[src/include/trip_logic_map.svh]
// Constants for the unblock and permissive trip qualification block.
// Assumes a single bus clock and a millisecond timebase divided from it.
`ifndef TRIP_LOGIC_MAP_SVH
`define TRIP_LOGIC_MAP_SVH

// Timebase.
`define PCLK_PERIOD_NS 10
`define MS_PERIOD_NS 1000000

// Timer values in milliseconds.
`define PRE_TRIP_STEP_MS 2
`define HOLD_SHORT_MS 10
`define HOLD_MID_MS 50
`define HOLD_LONG_MS 100
`define UB_SHORT_MS 150
`define UB_MID_MS 300
`define UB_LONG_MS 500
`define LL_SHORT_MS 50
`define LL_MID_MS 75
`define LL_LONG_MS 100
`define GUARD_QUAL_MS 120
`define OVERRIDE_ARM_MS 1000
`define OVERRIDE_RESET_MS 200

// Switch field positions; bit n-1 is switch position n, closed reads 1.
`define A_PRE_LSB 0
`define A_PRE_MSB 3
`define A_TRIP_HOLD_LSB 4
`define A_GUARD_HOLD_LSB 6
`define B_UB_LSB 0
`define B_NOISE_BLOCK_BIT 2
`define B_GBT_LSB 3
`define C_LL_LSB 6

// Register map.
`define CTRL_OFFSET 12'h000
`define STATUS_OFFSET 12'h004
`define CTRL_RESET 1'b1
`define CTRL_ENABLE_BIT 0
`define ST_TRIP_BIT 0
`define ST_GUARD_BIT 1
`define ST_LOW_LEVEL_BIT 2
`define ST_LOC_BIT 3
`define ST_GUARD_OK_BIT 4
`define ST_ARMED_BIT 5
`define ST_UB_LSB 6

`endif

[src/include/trip_logic_pkg.sv]
// Types shared by the trip qualification block.
// Assumes the map header supplies the numeric constants.
package trip_logic_pkg;

  // Bit 0 is bank B position 4, bit 1 is position 5.
  typedef enum logic [1:0] {
    GBT_OFF = 2'b00,
    GBT_NO_OVERRIDE = 2'b01,
    GBT_OVERRIDE = 2'b10,
    GBT_UNUSED = 2'b11
  } gbt_mode_type;

  typedef enum logic [1:0] {
    UB_IDLE = 2'b00,
    UB_WINDOW = 2'b01,
    UB_LOCKED = 2'b10
  } ub_state_type;

endpackage

[src/rtl/unblock_permissive_trip_logic.sv]
// Trip qualification for the unblock and permissive overreach scheme.
// Assumes receiver detector levels and switch banks arrive asynchronously.
//
// Register access over APB and the register addresses were decided locally.
`include "trip_logic_map.svh"

module unblock_permissive_trip_logic
  import trip_logic_pkg::*;
#(
  parameter int TICK_CYCLES = `MS_PERIOD_NS / `PCLK_PERIOD_NS
) (
  input wire logic pclk,
  input wire logic presetn,
  input wire logic psel,
  input wire logic penable,
  input wire logic pwrite,
  input wire logic [11:0] paddr,
  input wire logic [31:0] pwdata,
  output logic [31:0] prdata,
  output logic pready,
  output logic pslverr,
  input wire logic trip_rx,
  input wire logic guard_rx,
  input wire logic low_level_rx,
  input wire logic noise_rx,
  input wire logic [7:0] dip_bank_a,
  input wire logic [7:0] dip_bank_b,
  input wire logic [7:0] dip_bank_c,
  output logic trip_out,
  output logic guard_out,
  output logic low_level_out
);

  localparam int MS_W = 11;
  localparam int SYNC_W = 4 + 8 + 5 + 2;
  localparam logic [MS_W-1:0] GUARD_QUAL = MS_W'(`GUARD_QUAL_MS);
  localparam logic [MS_W-1:0] ARM_MS = MS_W'(`OVERRIDE_ARM_MS);
  localparam logic [MS_W-1:0] REARM_MS = MS_W'(`OVERRIDE_RESET_MS);
  localparam logic [MS_W-1:0] SAT_MS = ARM_MS + MS_W'(1);

  // Shared by the trip and guard stretchers.
  function automatic logic [MS_W-1:0] hold_ms(input logic [1:0] sw);
    case (sw)
      2'b01: hold_ms = MS_W'(`HOLD_SHORT_MS);
      2'b10: hold_ms = MS_W'(`HOLD_MID_MS);
      2'b11: hold_ms = MS_W'(`HOLD_LONG_MS);
      default: hold_ms = '0;
    endcase
  endfunction

  // Counts whole milliseconds while the condition holds and saturates.
  function automatic logic [MS_W-1:0] run_ms(input logic [MS_W-1:0] cnt,
                                             input logic cond, input logic tick);
    if (!cond) begin
      run_ms = '0;
    end else if (tick && cnt != SAT_MS) begin
      run_ms = cnt + MS_W'(1);
    end else begin
      run_ms = cnt;
    end
  endfunction

  // Two-flop synchronisers; only used switch positions are brought in.
  logic [SYNC_W-1:0] sync1_q;
  logic [SYNC_W-1:0] sync2_q;
  logic [SYNC_W-1:0] sync_in;
  assign sync_in = {trip_rx, guard_rx, low_level_rx, noise_rx, dip_bank_a,
                    dip_bank_b[4:0], dip_bank_c[7:6]};

  always_ff @(posedge pclk or negedge presetn) begin
    if (!presetn) begin
      sync1_q <= '0;
      sync2_q <= '0;
    end else begin
      sync1_q <= sync_in;
      sync2_q <= sync1_q;
    end
  end

  logic trip_s;
  logic guard_s;
  logic ll_s;
  logic noise_s;
  logic [7:0] bank_a;
  logic [4:0] bank_b;
  logic [1:0] bank_c_hi;
  assign {trip_s, guard_s, ll_s, noise_s, bank_a, bank_b, bank_c_hi} = sync2_q;

  // Millisecond tick.
  logic [31:0] div_q;
  logic tick_q;
  always_ff @(posedge pclk or negedge presetn) begin
    if (!presetn) begin
      div_q <= '0;
      tick_q <= 1'b0;
    end else if (div_q == 32'(TICK_CYCLES - 1)) begin
      div_q <= '0;
      tick_q <= 1'b1;
    end else begin
      div_q <= div_q + 32'h0000_0001;
      tick_q <= 1'b0;
    end
  end

  // Switch decoding.
  logic [MS_W-1:0] pre_ms;
  logic [MS_W-1:0] ub_ms;
  logic [MS_W-1:0] ll_ms;
  gbt_mode_type gbt_mode;
  logic noise_block;
  assign pre_ms = MS_W'(bank_a[`A_PRE_MSB:`A_PRE_LSB]) * MS_W'(`PRE_TRIP_STEP_MS);
  assign gbt_mode = gbt_mode_type'(bank_b[`B_GBT_LSB +: 2]);
  assign noise_block = bank_b[`B_NOISE_BLOCK_BIT];

  always_comb begin
    case (bank_b[`B_UB_LSB +: 2])
      2'b01: ub_ms = MS_W'(`UB_SHORT_MS);
      2'b10: ub_ms = MS_W'(`UB_MID_MS);
      2'b11: ub_ms = MS_W'(`UB_LONG_MS);
      default: ub_ms = '0;
    endcase
    case (bank_c_hi)
      2'b01: ll_ms = MS_W'(`LL_SHORT_MS);
      2'b10: ll_ms = MS_W'(`LL_MID_MS);
      2'b11: ll_ms = MS_W'(`LL_LONG_MS);
      default: ll_ms = '0;
    endcase
  end

  // Continuous-presence timers.
  logic [MS_W-1:0] trip_run_q;
  logic [MS_W-1:0] guard_run_q;
  logic [MS_W-1:0] ll_run_q;
  always_ff @(posedge pclk or negedge presetn) begin
    if (!presetn) begin
      trip_run_q <= '0;
      guard_run_q <= '0;
      ll_run_q <= '0;
    end else begin
      trip_run_q <= run_ms(trip_run_q, trip_s, tick_q);
      guard_run_q <= run_ms(guard_run_q, guard_s, tick_q);
      ll_run_q <= run_ms(ll_run_q, ll_s, tick_q);
    end
  end

  logic trip_timed;
  logic ll_delayed;
  logic loc;
  assign trip_timed = trip_s && (trip_run_q >= pre_ms);
  assign ll_delayed = ll_s && (ll_run_q >= ll_ms);
  assign loc = ll_delayed && !guard_s;

  // Guard-before-trip qualification; a lost channel discards earlier guard.
  logic guard_ok_q;
  logic armed_q;
  always_ff @(posedge pclk or negedge presetn) begin
    if (!presetn) begin
      guard_ok_q <= 1'b0;
    end else if (guard_run_q >= GUARD_QUAL) begin
      guard_ok_q <= 1'b1;
    end else if (loc) begin
      guard_ok_q <= 1'b0;
    end
  end

  always_ff @(posedge pclk or negedge presetn) begin
    if (!presetn) begin
      armed_q <= 1'b0;
    end else if (gbt_mode != GBT_OVERRIDE) begin
      armed_q <= 1'b0;
    end else if (trip_run_q > ARM_MS) begin
      armed_q <= 1'b1;
    end else if (guard_run_q >= REARM_MS) begin
      armed_q <= 1'b0;
    end
  end

  // The unused code is treated as the stricter no-override setting.
  logic permit;
  always_comb begin
    case (gbt_mode)
      GBT_OFF: permit = 1'b1;
      GBT_OVERRIDE: permit = guard_ok_q || armed_q;
      default: permit = guard_ok_q;
    endcase
  end

  // Unblock window and lockout.
  ub_state_type ub_state_q;
  logic [MS_W-1:0] ub_cnt_q;
  always_ff @(posedge pclk or negedge presetn) begin
    if (!presetn) begin
      ub_state_q <= UB_IDLE;
      ub_cnt_q <= '0;
    end else begin
      case (ub_state_q)
        UB_IDLE: begin
          ub_cnt_q <= '0;
          if (loc && ub_ms != '0 && permit) begin
            ub_state_q <= UB_WINDOW;
          end
        end
        UB_WINDOW: begin
          if (!loc) begin
            ub_state_q <= UB_IDLE;
          end else if (ub_cnt_q >= ub_ms) begin
            ub_state_q <= UB_LOCKED;
          end else if (tick_q) begin
            ub_cnt_q <= ub_cnt_q + MS_W'(1);
          end
        end
        UB_LOCKED: begin
          if (guard_run_q >= GUARD_QUAL) begin
            ub_state_q <= UB_IDLE;
          end
        end
        default: ub_state_q <= UB_IDLE;
      endcase
    end
  end

  logic ub_trip;
  logic trip_raw;
  assign ub_trip = (ub_state_q == UB_WINDOW) && !(noise_block && noise_s);
  // Only the armed override may trip through a locked-out channel.
  assign trip_raw = ub_trip ||
                    (trip_timed && permit && (ub_state_q != UB_LOCKED || armed_q));

  // Output stretchers.
  logic [MS_W-1:0] trip_hold_q;
  logic [MS_W-1:0] guard_hold_q;
  always_ff @(posedge pclk or negedge presetn) begin
    if (!presetn) begin
      trip_hold_q <= '0;
    end else if (trip_raw) begin
      trip_hold_q <= hold_ms(bank_a[`A_TRIP_HOLD_LSB +: 2]);
    end else if (tick_q && trip_hold_q != '0) begin
      trip_hold_q <= trip_hold_q - MS_W'(1);
    end
  end

  always_ff @(posedge pclk or negedge presetn) begin
    if (!presetn) begin
      guard_hold_q <= '0;
    end else if (guard_s) begin
      guard_hold_q <= hold_ms(bank_a[`A_GUARD_HOLD_LSB +: 2]);
    end else if (tick_q && guard_hold_q != '0) begin
      guard_hold_q <= guard_hold_q - MS_W'(1);
    end
  end

  // Register file.
  logic ctrl_enable_q;
  always_ff @(posedge pclk or negedge presetn) begin
    if (!presetn) begin
      ctrl_enable_q <= `CTRL_RESET;
    end else if (psel && penable && pready && pwrite && paddr == `CTRL_OFFSET) begin
      ctrl_enable_q <= pwdata[`CTRL_ENABLE_BIT];
    end
  end

  // Disabling the block drops every output toward the relay at once.
  always_ff @(posedge pclk or negedge presetn) begin
    if (!presetn) begin
      trip_out <= 1'b0;
      guard_out <= 1'b0;
      low_level_out <= 1'b0;
    end else begin
      trip_out <= ctrl_enable_q && (trip_raw || trip_hold_q != '0);
      guard_out <= ctrl_enable_q && (guard_s || guard_hold_q != '0);
      low_level_out <= ctrl_enable_q && ll_delayed;
    end
  end

  logic [31:0] status;
  always_comb begin
    status = 32'h0000_0000;
    status[`ST_TRIP_BIT] = trip_out;
    status[`ST_GUARD_BIT] = guard_out;
    status[`ST_LOW_LEVEL_BIT] = low_level_out;
    status[`ST_LOC_BIT] = loc;
    status[`ST_GUARD_OK_BIT] = guard_ok_q;
    status[`ST_ARMED_BIT] = armed_q;
    status[`ST_UB_LSB +: 2] = ub_state_q;
  end

  // No wait state: the answer is registered during the setup cycle.
  always_ff @(posedge pclk or negedge presetn) begin
    if (!presetn) begin
      pready <= 1'b0;
      pslverr <= 1'b0;
      prdata <= 32'h0000_0000;
    end else if (psel && !penable) begin
      pready <= 1'b1;
      pslverr <= !(paddr == `CTRL_OFFSET || paddr == `STATUS_OFFSET);
      if (pwrite || paddr == `CTRL_OFFSET) begin
        prdata <= pwrite ? 32'h0000_0000 : {31'h0000_0000, ctrl_enable_q};
      end else begin
        prdata <= (paddr == `STATUS_OFFSET) ? status : 32'h0000_0000;
      end
    end else begin
      pready <= 1'b0;
      pslverr <= 1'b0;
    end
  end

endmodule

[config.mk]
export PLATFORM = sky130hd
export DESIGN_NAME = unblock_permissive_trip_logic
export DESIGN_NICKNAME = d
export VERILOG_FILES = /design/src/include/trip_logic_pkg.sv /design/src/rtl/unblock_permissive_trip_logic.sv
export VERILOG_INCLUDE_DIRS = /design/src /design/src/include
export SDC_FILE = /design/constraint.sdc
export NUM_CORES = 1
export LEC_CHECK = 0
export ABC_CLOCK_PERIOD_IN_PS = 4000
export BUFFER_PORTS_ARGS = -buffer_cell sky130_fd_sc_hd__buf_4
export CAP_MARGIN = 0
export CORE_ASPECT_RATIO = 1.4
export CORE_MARGIN = 4
export CORE_UTILIZATION = 64
export CTS_BUF_LIST = sky130_fd_sc_hd__clkbuf_8
export DETAILED_ROUTE_END_ITERATION = 8
export PLACE_DENSITY = 0.93
export REMOVE_ABC_BUFFERS = 1
export SLEW_MARGIN = 20
export SYNTH_ARGS = -nofsm -noshare
export SYNTH_HDL_FRONTEND = slang
export SYNTH_SLANG_ARGS = --single-unit
[constraint.sdc]
create_clock -name pclk -period 4 [get_ports pclk]
set_input_delay 0 -clock pclk [delete_from_list [all_inputs] [get_ports pclk]]
set_output_delay 0 -clock pclk [all_outputs]
set_load 0.01 [all_outputs]
==> impl_metrics.yaml <==
min_path:
  hp-class: "input pin to register"
  whs_path_depth: 3
synth:
  synth_xor_area_frac: 0.0828
  yosys.area_share.simple: 0.189
  synth_fa_ha_area_frac: 0.0650
  synthFlopType: "dfrtp_1"
  synth.avg_cell_area_um2: 10.6
  synth_enable_flop_cells: 0
  synth_seq_cells: 155
  syn_inst: 711
  ys_seq_area_frac: 0.517
  synth_compound_area_frac: 0.0798
  synthMuxAreaShare: 0.0127
  synthArstFlopShare: 1.00
  ys_types: 62
  netlist_area_um2: 7510
  yosys_warnings: 0
  synth_top_family_by_area: "simple AND/OR/NAND/NOR gates"
clock_tree:
  clk_pin_slew_worst_paths_ps: 90
  cts_resized: 0
  cts_max_level: 4
  clockBufferDepth: 2
  clk_latency_ps: 460
  cts_sinks: 155
  cts_tree: "built"
  cts_made_buffers: 17
  clockRootBuffer: "clkbuf_8"
worst_setup_path:
  worstSetupPathType: "register to register"
  path_max_fanout: 15
  start_kind: "register"
  cp.arrival_ps: 3280
  critical_path.cell_chain: "inv_1, ha_1, nor2_1, ha_1, nand2_1, o211ai_1, a21oi_1, o41a_1, or4_1, a21oi_1"
  reg2regPathDepth: 10
  worstPathRequired_ps: 4380
  slowest_delay_ps: 640
  critical_path.slowest_cell: "o41a_1"
  end_kind: "register"
floorplan:
  die_w_um: 99.6
  fp.coreArea_um2: 11400
  die-height_um: 136
  die_area_um2: 13600
  ios: 114
  start_util: 0.659
  rows: 46
detailed_routing:
  viasPerCell: 5.81
  dr.first_iter.drc_count: 378
  wl_per_cell_um: 17.1
  dr_total_vias: 5522
  routed_wl_um: 16200
  dr.pass1.iters: 5
  postRouteAntennaNets: 0
  drc: 0
placement:
  dpl.cell_count: 890
  place_hpwl_um: 10700
  port_buffers: 49
  gp_congestion: 0.887
global_routing:
  grt_pass1_vias: 5998
  grt_max_degree: 119
  grt_remaining_overflow: 0
  grt_antenna_before_repair: 0
  grt_pass1_wl_um: 27800
  grt.total_usage: 0.259
final_layout:
  layout_commonest_cell: "dfrtp_1"
  diodes: 0
  area_delta_synth_final_pct: 15.2
  drive_gt1_frac: 0.134
  fin_nets: 909
  fin_cells: 950
  layout_common_cells: "dfrtp_1 (154), nor2_1 (64), buf_4 (52)"
sta:
  finalSetupViolations: 0
  fmax_mhz: 345
  hold_violations: 0
  period_needed_ps: 2900
  final_max_slew_viol_count: 0
  rsz0062_at_grt: "false"
  tns_ps: 0
  post-route-period-util: 0.724
  skew_ps: 15.8
  max_slew.worst_pin.slew_ps: 914
  max_slew_margin: 0.390
flow_run:
  drv_cap: 0
power:
  p_per_area_nw_per_um2: 366
  irDropWorstVdd_mv: 0.244
  p_leak_uw: 0.00405
status:
  status: "completed"
==> Yosys cell counts (5+ instances only) <==
cell      count  share of area
o21ai_0      19          0.013
a21oi_1      22          0.015
nor4_1       11         0.0092
buf_4        24          0.024
and2_1       18          0.015
o21a_1        5         0.0050
inv_1        40          0.020
or2_2         5         0.0042
nor3_1       15          0.010
mux2i_1       5         0.0067
nand4_1      22          0.018
clkbuf_1     14         0.0070
xor2_1       25          0.029
ha_1         39          0.065
xnor2_1      46          0.054
nand3_1      26          0.017
nor2_1       64          0.032
nand2_1      46          0.023
or3_1        12          0.010
a22o_1        7         0.0082
nand2b_1     10         0.0083
and3_1       10         0.0083
nor2b_1       8         0.0067
dfrtp_1     154           0.51
==> worst max-delay path, delay by kind of cell, from the launching register on <==
kind	cells	cell delay, ps
AND/OR/NAND/NOR	3	700
adder cells (fa/ha/maj)	2	520
AO/OA/AOI/OAI	4	1100
flip-flops	1	400
buffers and inverters	1	100
==> state kept, by name, indices dropped and copies added, names as in the netlist, 2 cells and up <==
name          count
trip_hold_q      11
ub_state_q        2
ll_run_q         11
guard_hold_q     11
guard_run_q      11
sync2_q          19
div_q            32
trip_run_q       11
sync1_q          19
ub_cnt_q         11
prdata            8
==> logic make-up after synthesis <==
group | count (synthesis)
fa+ha+maj | 39
flops | 155
xor+xnor | 71
simple gates | 269
other cells | 1
compound gates | 86
mux | 9
buf+inv | 81
==> layout make-up <==
cell class | instances | area [um^2]
Sequential cell | 155 | 3880
Tap cell | 144 | 180
Multi-Input combinational cell | 498 | 3320
Clock inverter | 14 | 194
Clock buffer | 18 | 248
Fill cell | 744 | 2740
Timing Repair Buffer | 81 | 684
Inverter | 40 | 150
==> power by group <==
group	switching (uW)	total, uW	internal (uW)
Combinational	129	237	108
Sequential	32.2	1640	1610
Clock	593	1290	699
Total	755	3170	2410
==> per-layer routing <==
layer | GRT usage | share of wire | vias to the layer above
met1 | 0.282 | 0.37 | 2749
met4 | 0.124 | 0.032 | 0
li1 | - | - | 2562
met2 | 0.485 | 0.56 | 160
met3 | 0.0400 | 0.036 | 51
met5 | 0 | 0 | -
==> through the flow <==
| step | util | power (uW) | hold WS (ps) | setup slack, ps | cell area (um^2) |
|---|---|---|---|---|---|
| finish | 0.759 | 3170 | 99.0 | 1100 | 8650 |
| global route | 0.759 | 3280 | 99.8 | 854 | 8650 |
| CTS | 0.759 | 3180 | 64.3 | 1100 | 8640 |
| detailed placement | 0.695 | 1880 | 110 | 1160 | 7920 |
| global placement | 0.695 | 1860 | 110 | 1270 | 7920 |
| floorplan | - | 1770 | -296 | 1480 | 7340 |
==> final timing paths <==
path	start	slack [ps]	end
setup / recovery	sync2_q[0]$_DFF_PN0_	1100	ub_cnt_q[5]$_DFFE_PN0P_
hold / removal	paddr[2]	100	prdata[6]$_DFFE_PN0P_
setup reg to reg	sync2_q[0]$_DFF_PN0_	1100	ub_cnt_q[5]$_DFFE_PN0P_
hold reg to reg	sync1_q[5]$_DFF_PN0_	350	sync2_q[5]$_DFF_PN0_
max in group asynchronous	presetn	2740	sync1_q[18]$_DFF_PN0_
min in group asynchronous	presetn	220	pslverr$_DFF_PN0_
==> what timing repair did <==
action	4_1_cts	5_1_grt
hold buffers	28	0
buffers inserted	0	0
hold endpoints to repair	144	0
No activity file was read; power rests on OpenSTA's default activity.
